$ cat config.mk
export PLATFORM = sky130hd
export DESIGN_NAME = art_timer
export DESIGN_NICKNAME = d
export VERILOG_FILES = /design/src/verilog/art_timer.v
export VERILOG_INCLUDE_DIRS = /design/src /design/src/verilog
export SDC_FILE = /design/constraint.sdc
export NUM_CORES = 1
export LEC_CHECK = 0
export BUFFER_PORTS_ARGS = -buffer_cell sky130_fd_sc_hd__buf_2
export CORE_ASPECT_RATIO = 0.8
export CORE_MARGIN = 1.5
export CORE_UTILIZATION = 60
export DETAILED_ROUTE_END_ITERATION = 6
export GPL_ROUTABILITY_DRIVEN = 0
export PLACE_DENSITY = 0.85
export SLEW_MARGIN = 20
export SYNTH_ARGS = -nofsm -noshare
export SYNTH_HDL_FRONTEND = slang
export SYNTH_SLANG_ARGS = --single-unit
$ cat constraint.sdc
create_clock -name clk_sys -period 6 [get_ports clk_sys]
set_input_delay 0.6 -clock clk_sys [delete_from_list [all_inputs] [get_ports clk_sys]]
set_output_delay 0.6 -clock clk_sys [all_outputs]
set_load 0.1 [all_outputs]
$ cat src/verilog/art_timer_map.vh
// art_timer_map.vh: register offsets, field positions, reset values and
// clock ratios for the auto-reload timer with capture.
// assumes a 32-bit avalon-mm slave with byte addresses, one word a register.
`ifndef ART_TIMER_MAP_VH
`define ART_TIMER_MAP_VH

// ----------------------------------------------------------------------
// register byte offsets
// ----------------------------------------------------------------------
`define ART_OFS_CTRL      6'h00
`define ART_OFS_CNT_LO    6'h04
`define ART_OFS_CNT_HI    6'h08
`define ART_OFS_RLD_LO    6'h0C
`define ART_OFS_RLD_HI    6'h10
`define ART_OFS_CLK_CTRL  6'h14
`define ART_OFS_IRQ_EN    6'h18
`define ART_OFS_STATUS    6'h1C
`define ART_OFS_MASK      6'h20

// ----------------------------------------------------------------------
// timer_ctrl_reg fields
// ----------------------------------------------------------------------
`define ART_CTL_OVF_HI    7
`define ART_CTL_OVF_LO    6
`define ART_CTL_LO_IRQ    5
`define ART_CTL_CAPT      4
`define ART_CTL_SPLIT     3
`define ART_CTL_RUN       2
`define ART_CTL_XCLK      0
`define ART_CTL_WMASK     8'hFD

// clock_ctrl_reg and irq_enable_reg fields
`define ART_CKC_HI_SYS    5
`define ART_CKC_LO_SYS    4
`define ART_IE_TIMER      5

// status and mask fields
`define ART_ST_OVF_HI     0
`define ART_ST_OVF_LO     1
`define ART_ST_CAPT       2

// ----------------------------------------------------------------------
// reset values and clock ratios
// ----------------------------------------------------------------------
`define ART_RST_BYTE      8'h00
`define ART_RST_STAT      3'h0
`define ART_DIV_SYS       4'hC
`define ART_DIV_EXT_HALF  2'h3
`define ART_LO_FULL       8'hFF
`define ART_CNT_FULL      16'hFFFF

`endif
$ cat src/verilog/art_timer.v
// art_timer.v: 16-bit auto-reload timer built from two 8-bit halves,
// with split mode, external-oscillator capture and an avalon-mm slave.
// assumes ext_osc is a slow free-running oscillator, well below clk_sys/2.

`include "art_timer_map.vh"

module art_timer (
  input  wire        clk_sys,
  input  wire        rst,
  input  wire [5:0]  avs_address,
  input  wire        avs_read,
  input  wire        avs_write,
  input  wire [31:0] avs_writedata,
  input  wire [3:0]  avs_byteenable,
  output reg  [31:0] avs_readdata,
  output reg         avs_waitrequest,
  input  wire        ext_osc,
  output reg         irq
);

  // ----------------------------------------------------------------------
  // state
  // ----------------------------------------------------------------------
  reg [7:0] ctrl_q;
  reg [7:0] ctrl_d;
  reg [7:0] count_low_q;
  reg [7:0] count_low_d;
  reg [7:0] count_high_q;
  reg [7:0] count_high_d;
  reg [7:0] reload_low_q;
  reg [7:0] reload_low_d;
  reg [7:0] reload_high_q;
  reg [7:0] reload_high_d;
  reg [7:0] clk_ctrl_q;
  reg [7:0] irq_en_q;
  reg [2:0] status_q;
  reg [2:0] status_d;
  reg [2:0] mask_q;
  reg [3:0] div12_q;
  reg       tick12_q;
  reg [2:0] osc_sync_q;
  reg [1:0] div8_cnt_q;
  reg       div8_q;
  reg       div8_old_q;
  wire do_wr;
  wire do_rd;
  wire tick8;
  wire capt_ev;
  wire lo_tick;
  wire hi_tick;
  wire capt_mode;
  wire split;
  wire run_high;
  wire low_irq_enable;
  reg ovf_lo_ev;
  reg ovf_hi_ev;

  // ----------------------------------------------------------------------
  // helpers
  // ----------------------------------------------------------------------
  // clock select
  // picks the count enable for one half from its select and the ext bit
  function sel_tick;
    input sys_sel;
    input xclk;
    input t12;
    input t8;
    begin
      sel_tick = sys_sel || (xclk ? t8 : t12);
    end
  endfunction

  // write decode; strobe and address are arguments so always @* sees them
  function hit;
    input [5:0] ofs;
    input [5:0] adr;
    input       we;
    begin
      hit = we && (adr == ofs);
    end
  endfunction

  // ----------------------------------------------------------------------
  // bus slave: one wait cycle, then the answer
  // ----------------------------------------------------------------------
  assign do_wr = avs_write && !avs_waitrequest && avs_byteenable[0];
  assign do_rd = avs_read && !avs_waitrequest;

  // waitrequest drops for exactly one cycle per request
  always @(posedge clk_sys or posedge rst) begin
    if (rst) begin
      avs_waitrequest <= 1'b1;
    end else begin
      avs_waitrequest <= !((avs_read || avs_write) && avs_waitrequest);
    end
  end

  // read data is presented alongside the low waitrequest
  always @(posedge clk_sys or posedge rst) begin
    if (rst) begin
      avs_readdata <= 32'h00000000;
    end else if ((avs_read || avs_write) && avs_waitrequest) begin
      case (avs_address)
        `ART_OFS_CTRL:     avs_readdata <= {24'h000000, ctrl_q};
        `ART_OFS_CNT_LO:   avs_readdata <= {24'h000000, count_low_q};
        `ART_OFS_CNT_HI:   avs_readdata <= {24'h000000, count_high_q};
        `ART_OFS_RLD_LO:   avs_readdata <= {24'h000000, reload_low_q};
        `ART_OFS_RLD_HI:   avs_readdata <= {24'h000000, reload_high_q};
        `ART_OFS_CLK_CTRL: avs_readdata <= {24'h000000, clk_ctrl_q};
        `ART_OFS_IRQ_EN:   avs_readdata <= {24'h000000, irq_en_q};
        `ART_OFS_STATUS:   avs_readdata <= {29'h00000000, status_q};
        `ART_OFS_MASK:     avs_readdata <= {29'h00000000, mask_q};
        default:           avs_readdata <= 32'h00000000;
      endcase
    end
  end

  // ----------------------------------------------------------------------
  // counting clocks
  // ----------------------------------------------------------------------
  // divide by 12
  // one enable pulse every twelfth clock, no derived clock net
  always @(posedge clk_sys or posedge rst) begin
    if (rst) begin
      div12_q  <= 4'h0;
      tick12_q <= 1'b0;
    end else begin
      tick12_q <= (div12_q == `ART_DIV_SYS - 4'h1);
      div12_q  <= (div12_q == `ART_DIV_SYS - 4'h1) ? 4'h0 : div12_q + 4'h1;
    end
  end

  // sync and divide by 8
  // stage 0 feeds only stage 1; edges are found between stages 1 and 2
  always @(posedge clk_sys or posedge rst) begin
    if (rst) begin
      osc_sync_q <= 3'h0;
      div8_cnt_q <= 2'h0;
      div8_q     <= 1'b0;
      div8_old_q <= 1'b0;
    end else begin
      osc_sync_q <= {osc_sync_q[1:0], ext_osc};
      div8_old_q <= div8_q;
      if (osc_sync_q[1] && !osc_sync_q[2]) begin
        div8_cnt_q <= div8_cnt_q + 2'h1;
        if (div8_cnt_q == `ART_DIV_EXT_HALF) begin
          div8_q <= !div8_q;
        end
      end
    end
  end

  // capture edge
  // the /8 clock counts on its rising edge and captures on its falling one
  assign tick8   = div8_q && !div8_old_q;
  assign capt_ev = capt_mode && !div8_q && div8_old_q;

  assign split          = ctrl_q[`ART_CTL_SPLIT];
  assign run_high       = ctrl_q[`ART_CTL_RUN];
  assign low_irq_enable = ctrl_q[`ART_CTL_LO_IRQ];
  assign capt_mode      = ctrl_q[`ART_CTL_CAPT];

  // per-half tick
  // capture mode never counts the low half on the measured clock; the split high half still can
  assign lo_tick = sel_tick(clk_ctrl_q[`ART_CKC_LO_SYS], ctrl_q[`ART_CTL_XCLK] && !capt_mode,
                            tick12_q, tick8);
  assign hi_tick = sel_tick(clk_ctrl_q[`ART_CKC_HI_SYS], ctrl_q[`ART_CTL_XCLK],
                            tick12_q, tick8);

  // ----------------------------------------------------------------------
  // counter, reload and capture
  // ----------------------------------------------------------------------
  // software writes to a byte win over the count in the same cycle
  always @* begin
    count_low_d   = count_low_q;
    count_high_d  = count_high_q;
    reload_low_d  = reload_low_q;
    reload_high_d = reload_high_q;
    ovf_lo_ev     = 1'b0;
    ovf_hi_ev     = 1'b0;
    if (!split) begin
      // cascaded count, capture needs no run bit
      if ((run_high || capt_mode) && lo_tick) begin
        if ({count_high_q, count_low_q} == `ART_CNT_FULL) begin
          count_low_d  = reload_low_q;
          count_high_d = reload_high_q;
          ovf_hi_ev    = 1'b1;
        end else if (count_low_q == `ART_LO_FULL) begin
          count_low_d  = 8'h00;
          count_high_d = count_high_q + 8'h01;
        end else begin
          count_low_d  = count_low_q + 8'h01;
        end
        ovf_lo_ev = (count_low_q == `ART_LO_FULL);
      end
    end else begin
      if (lo_tick) begin
        if (count_low_q == `ART_LO_FULL) begin
          count_low_d = reload_low_q;
          ovf_lo_ev   = 1'b1;
        end else begin
          count_low_d = count_low_q + 8'h01;
        end
      end
      if (run_high && hi_tick) begin
        if (count_high_q == `ART_LO_FULL) begin
          count_high_d = reload_high_q;
          ovf_hi_ev    = 1'b1;
        end else begin
          count_high_d = count_high_q + 8'h01;
        end
      end
    end
    if (capt_ev) begin
      reload_low_d  = count_low_q;
      reload_high_d = count_high_q;
    end
    if (hit(`ART_OFS_CNT_LO, avs_address, do_wr)) begin
      count_low_d = avs_writedata[7:0];
    end
    if (hit(`ART_OFS_CNT_HI, avs_address, do_wr)) begin
      count_high_d = avs_writedata[7:0];
    end
    if (hit(`ART_OFS_RLD_LO, avs_address, do_wr)) begin
      reload_low_d = avs_writedata[7:0];
    end
    if (hit(`ART_OFS_RLD_HI, avs_address, do_wr)) begin
      reload_high_d = avs_writedata[7:0];
    end
  end

  // ----------------------------------------------------------------------
  // control and flags
  // ----------------------------------------------------------------------
  // written bits land first, then hardware sets win over a software clear
  always @* begin
    ctrl_d = ctrl_q;
    if (hit(`ART_OFS_CTRL, avs_address, do_wr)) begin
      ctrl_d = avs_writedata[7:0] & `ART_CTL_WMASK;
    end
    if (ovf_hi_ev || capt_ev) begin
      ctrl_d[`ART_CTL_OVF_HI] = 1'b1;
    end
    if (ovf_lo_ev) begin
      ctrl_d[`ART_CTL_OVF_LO] = 1'b1;
    end
  end

  // sticky event status, cleared by reading it; a new event beats the clear
  always @* begin
    status_d = status_q;
    if (do_rd && avs_address == `ART_OFS_STATUS) begin
      status_d = `ART_RST_STAT;
    end
    status_d[`ART_ST_OVF_HI] = status_d[`ART_ST_OVF_HI] || ovf_hi_ev;
    status_d[`ART_ST_OVF_LO] = status_d[`ART_ST_OVF_LO] || ovf_lo_ev;
    status_d[`ART_ST_CAPT]   = status_d[`ART_ST_CAPT] || capt_ev;
  end

  // all software-visible register state
  always @(posedge clk_sys or posedge rst) begin
    if (rst) begin
      ctrl_q        <= `ART_RST_BYTE;
      count_low_q   <= `ART_RST_BYTE;
      count_high_q  <= `ART_RST_BYTE;
      reload_low_q  <= `ART_RST_BYTE;
      reload_high_q <= `ART_RST_BYTE;
      clk_ctrl_q    <= `ART_RST_BYTE;
      irq_en_q      <= `ART_RST_BYTE;
      status_q      <= `ART_RST_STAT;
      mask_q        <= `ART_RST_STAT;
    end else begin
      ctrl_q        <= ctrl_d;
      count_low_q   <= count_low_d;
      count_high_q  <= count_high_d;
      reload_low_q  <= reload_low_d;
      reload_high_q <= reload_high_d;
      status_q      <= status_d;
      if (hit(`ART_OFS_CLK_CTRL, avs_address, do_wr)) begin
        clk_ctrl_q <= avs_writedata[7:0];
      end
      if (hit(`ART_OFS_IRQ_EN, avs_address, do_wr)) begin
        irq_en_q <= avs_writedata[7:0];
      end
      if (hit(`ART_OFS_MASK, avs_address, do_wr)) begin
        mask_q <= avs_writedata[2:0];
      end
    end
  end

  // ----------------------------------------------------------------------
  // interrupt
  // ----------------------------------------------------------------------
  // shared line
  // level from the overflow flags or an unmasked sticky status bit, all
  // behind the timer enable; the low source needs the low enable too
  always @(posedge clk_sys or posedge rst) begin
    if (rst) begin
      irq <= 1'b0;
    end else begin
      irq <= irq_en_q[`ART_IE_TIMER] &&
             (ctrl_q[`ART_CTL_OVF_HI] ||
              (low_irq_enable && ctrl_q[`ART_CTL_OVF_LO]) ||
              (status_q[`ART_ST_OVF_HI] && mask_q[`ART_ST_OVF_HI]) ||
              (status_q[`ART_ST_CAPT] && mask_q[`ART_ST_CAPT]) ||
              (low_irq_enable && status_q[`ART_ST_OVF_LO] &&
               mask_q[`ART_ST_OVF_LO]));
    end
  end

endmodule

==> results.sh <==
export IMPL_final_fill_count=581
export IMPL_final_hold_violation_count=0
export IMPL_synthAdderAreaFrac_pct=1.078
export IMPL_cp_end_kind="flip-flop"
export IMPL_final_setup_skew_ps=12.39
export IMPL_grtUsageTotal_pct=29.49
export IMPL_tritoncts_clock_tree="built"
export IMPL_final_cells=578
export IMPL_detailed_placement_wirelength_estimate_um=8034
export IMPL_holdBufCountCts=0
export IMPL_max_cap_violations=0
export IMPL_setup_tns_ps=0
export IMPL_latest_clock_arrival_within_the_worst_skew_pair_ps=370
export IMPL_crit_type="flip-flop to flip-flop"
export IMPL_finalCriticalPeriod_ps=2447
export IMPL_total_die_area_mm2=0.008274
export IMPL_detail_route_vias_per_cell=6.479
export IMPL_most_common_library_cell_in_the_layout_ignoring_fill_and_taps="dfrtp_1"
export IMPL_tightestPinTransition_ps=840.1
export IMPL_timing_fmax_mhz=408.7
export IMPL_static_leakage_power_uw=0.002288
export IMPL_holdPathStages=1
export IMPL_initial_antenna_violation_count=0
export IMPL_vdd_drop_max_v=0.0001973
export IMPL_synthCells=451
export IMPL_netlist_cell_type_count=66
export IMPL_port_buffers=29
export IMPL_period_share_pct=40.78
export IMPL_grt_setup_unrepaired="false"
export IMPL_timing_reg2reg_worst_path_depth=6
export IMPL_antennaDiodeCount=0
export IMPL_critPathRequiredTime_ps=6230
export IMPL_floorplan_rows=28
export IMPL_placeableCoreArea_mm2=0.007462
export IMPL_place_area_mm2=0.004735
export IMPL_cts_htree_levels=3
export IMPL_grt_start_max_net_pins=84
export IMPL_yosys_area_share_xor_xnor_pct=1.321
export IMPL_cts_inserted_buffers=9
export IMPL_share_of_the_synthesized_area_in_compound_gates_ao_oa_aoi_oai_pct=18.55
export IMPL_route_detailed_wl_per_inst_um=20.05
export IMPL_critical_path_max_fanout=8
export IMPL_hold_class="input port to flip-flop"
export IMPL_ant_nets=0
export IMPL_cts_sinks=83
export IMPL_synth_warning_count=0
export IMPL_fraction_of_the_mapped_netlist_area_in_simple_logic_gates_pct=14.80
export IMPL_timing_critical_path_from="count_low_q[1]$_DFFE_PP0P_"
export IMPL_synth_edf_count=0
export IMPL_firstDrtPassIters=5
export IMPL_clk_root_buffer_cell="clkbuf_8"
export IMPL_main_combinational_cell_family_by_area_after_synthesis="compound AO/OA/AOI/OAI gates"
export IMPL_synth_async_sr_flop_share_pct=100.0
export IMPL_timing_critical_path_from_type="flip-flop"
export IMPL_first_pass_grt_wire_length_um=18060
export IMPL_timing_final_max_slew_violations=0
export IMPL_path_clk_slew_ps=90
export IMPL_clockBufferDepth=2
export IMPL_routed_wl_um=11590
export IMPL_first_global_vias=3372
export IMPL_cts_repair_resized=0
export IMPL_die_width_um=101.3
export IMPL_synth_register_bits=83
export IMPL_fin_nets=520
export IMPL_dieHeight_um=81.66
export IMPL_stdcell_area_mm2=0.004986
export IMPL_start_util_pct=62.19
export IMPL_postSynth_topFlopCell="dfrtp_1"
export IMPL_layout_cells_most_common_list="82 x dfrtp_1, 41 x nand2_1, 30 x nor2_1, 29 x buf_2"
export IMPL_post_route_cells_drive_above_1_share_pct=20.30
export IMPL_worst_ep_arrival_time_ps=2680
export IMPL_placed_cells_incl_taps=563
export IMPL_ys_seq_area_share_pct=44.78
export IMPL_setup_viol_count_final=0
export IMPL_synth_area_mux_share_pct=12.67
export IMPL_outcome="completed"
export IMPL_drc_errors=0
export IMPL_max_slew_margin_vs_limit_pct=43.69
export IMPL_synth_area_mm2=0.004641
export IMPL_flow_area_growth_from_synthesis_pct=7.441
export IMPL_syn_mean_instance_area_um2=10.29
export IMPL_cts_setup_buffers=0
export IMPL_drt_iter0_drc=540
export IMPL_holdCritStartpoint="ext_osc"
export IMPL_powerDensity_mw_per_mm2=312.7
export IMPL_num_io_pins=81
export IMPL_globalRouteOverflowTotal=0
export IMPL_reg2reg_from="count_low_q[1]$_DFFE_PP0P_"
export IMPL_num_vias=3745
critical path: stages (launching register included):
cell and delay, ps:
dfrtp_1 480, ha_1 240, and3_1 340, nand3_4 210, o41a_2 620, a211oi_1 270
o21ai_1 140
final cells by class:
class	instances	area (um2)	share of cell area [%]
well taps	105	131.4	2.635
clock inverters	5	110.1	2.208
multi-input cells	338	2341	46.95
clock buffers	10	137.6	2.760
inverters	6	23.77	0.4768
repair buffers	31	163.9	3.287
flip-flops and latches	83	2078	41.68
routing by layer:
metal,global-route usage (%),up-vias,share of wire (%)
met5,0,-,0
met4,9.167,0,2.7
met3,6.979,33,9.8
met2,43.29,232,43
met1,43.43,1835,44
li1,-,1645,-
path summary, 6_finish.rpt:
kind | to | slack (ps)
worst max-delay path | count_high_q[6]$_DFFE_PP0P_ | 3550
worst min-delay path | osc_sync_q[0]$_DFF_PP0_ | 340
max in group asynchronous | count_high_q[4]$_DFFE_PP0P_ | 5070
min in group asynchronous | osc_sync_q[0]$_DFF_PP0_ | 430
worst max register to register | count_high_q[6]$_DFFE_PP0P_ | 3550
worst min register to register | osc_sync_q[1]$_DFF_PP0_ | 360
cells in the mapped netlist (all sizes together), types with 3 or more instances:
cell type | count | area, um2
a211oi | 7 | 65.06
nor2 | 30 | 112.6
mux2i | 25 | 250.2
nor3 | 11 | 76.33
ha | 4 | 50.05
nor2b | 3 | 18.77
a221oi | 8 | 70.07
a32oi | 7 | 61.31
o31ai | 3 | 22.52
clkbuf | 11 | 41.29
a2111oi | 4 | 60.06
xnor2 | 5 | 43.79
nand3 | 11 | 67.57
and3 | 7 | 43.79
buf | 36 | 247.7
mux2 | 26 | 292.8
a22oi | 5 | 37.54
a21oi | 25 | 125.1
a31oi | 13 | 81.33
inv | 6 | 22.52
o21ai | 34 | 185.2
nand2 | 42 | 160.2
and2 | 8 | 50.05
dfrtp | 82 | 2052
stage by stage:
stage | hold WS, ps | total power, uW | util (%) | setup slack (ps)
2_1_floorplan | 331.2 | 976.2 | - | 3265
3_3_place_gp | 335.3 | 1034 | 63.40 | 3425
3_5_place_dp | 338.9 | 1055 | 63.45 | 3353
4_1_cts | 329.9 | 1554 | 66.77 | 3608
5_1_grt | 320.9 | 1612 | 66.82 | 3426
6_report | 337.6 | 1559 | 66.82 | 3553
sequential cells by signal, indices dropped and copies added, names as in the netlist, 2 cells and up:
register,cells
mask_q,3
reload_high_q,8
div12_q,4
status_q,3
count_high_q,8
count_low_q,8
irq_en_q,8
ctrl_q,7
div8_cnt_q,2
avs_readdata,8
osc_sync_q,3
clk_ctrl_q,8
reload_low_q,8
logic make-up (layout without fill, tap and decap cells):
family                     Yosys count  count (layout)
muxes                               53              53
buffers and inverters               53              52
AOI/OAI and AO/OA                  121             121
and+or+nand+nor                    129             129
xor gates and xnor gates             7               7
other                                1              24
DFF                                 83              83
adders and majority gates            4               4
where the power goes:
part	switching, uW	internal (uW)
sequential	107	645
combinational	205	98.9
clock	214	289
total	525	1030
Note: power is estimated with default switching activity, not from simulation.
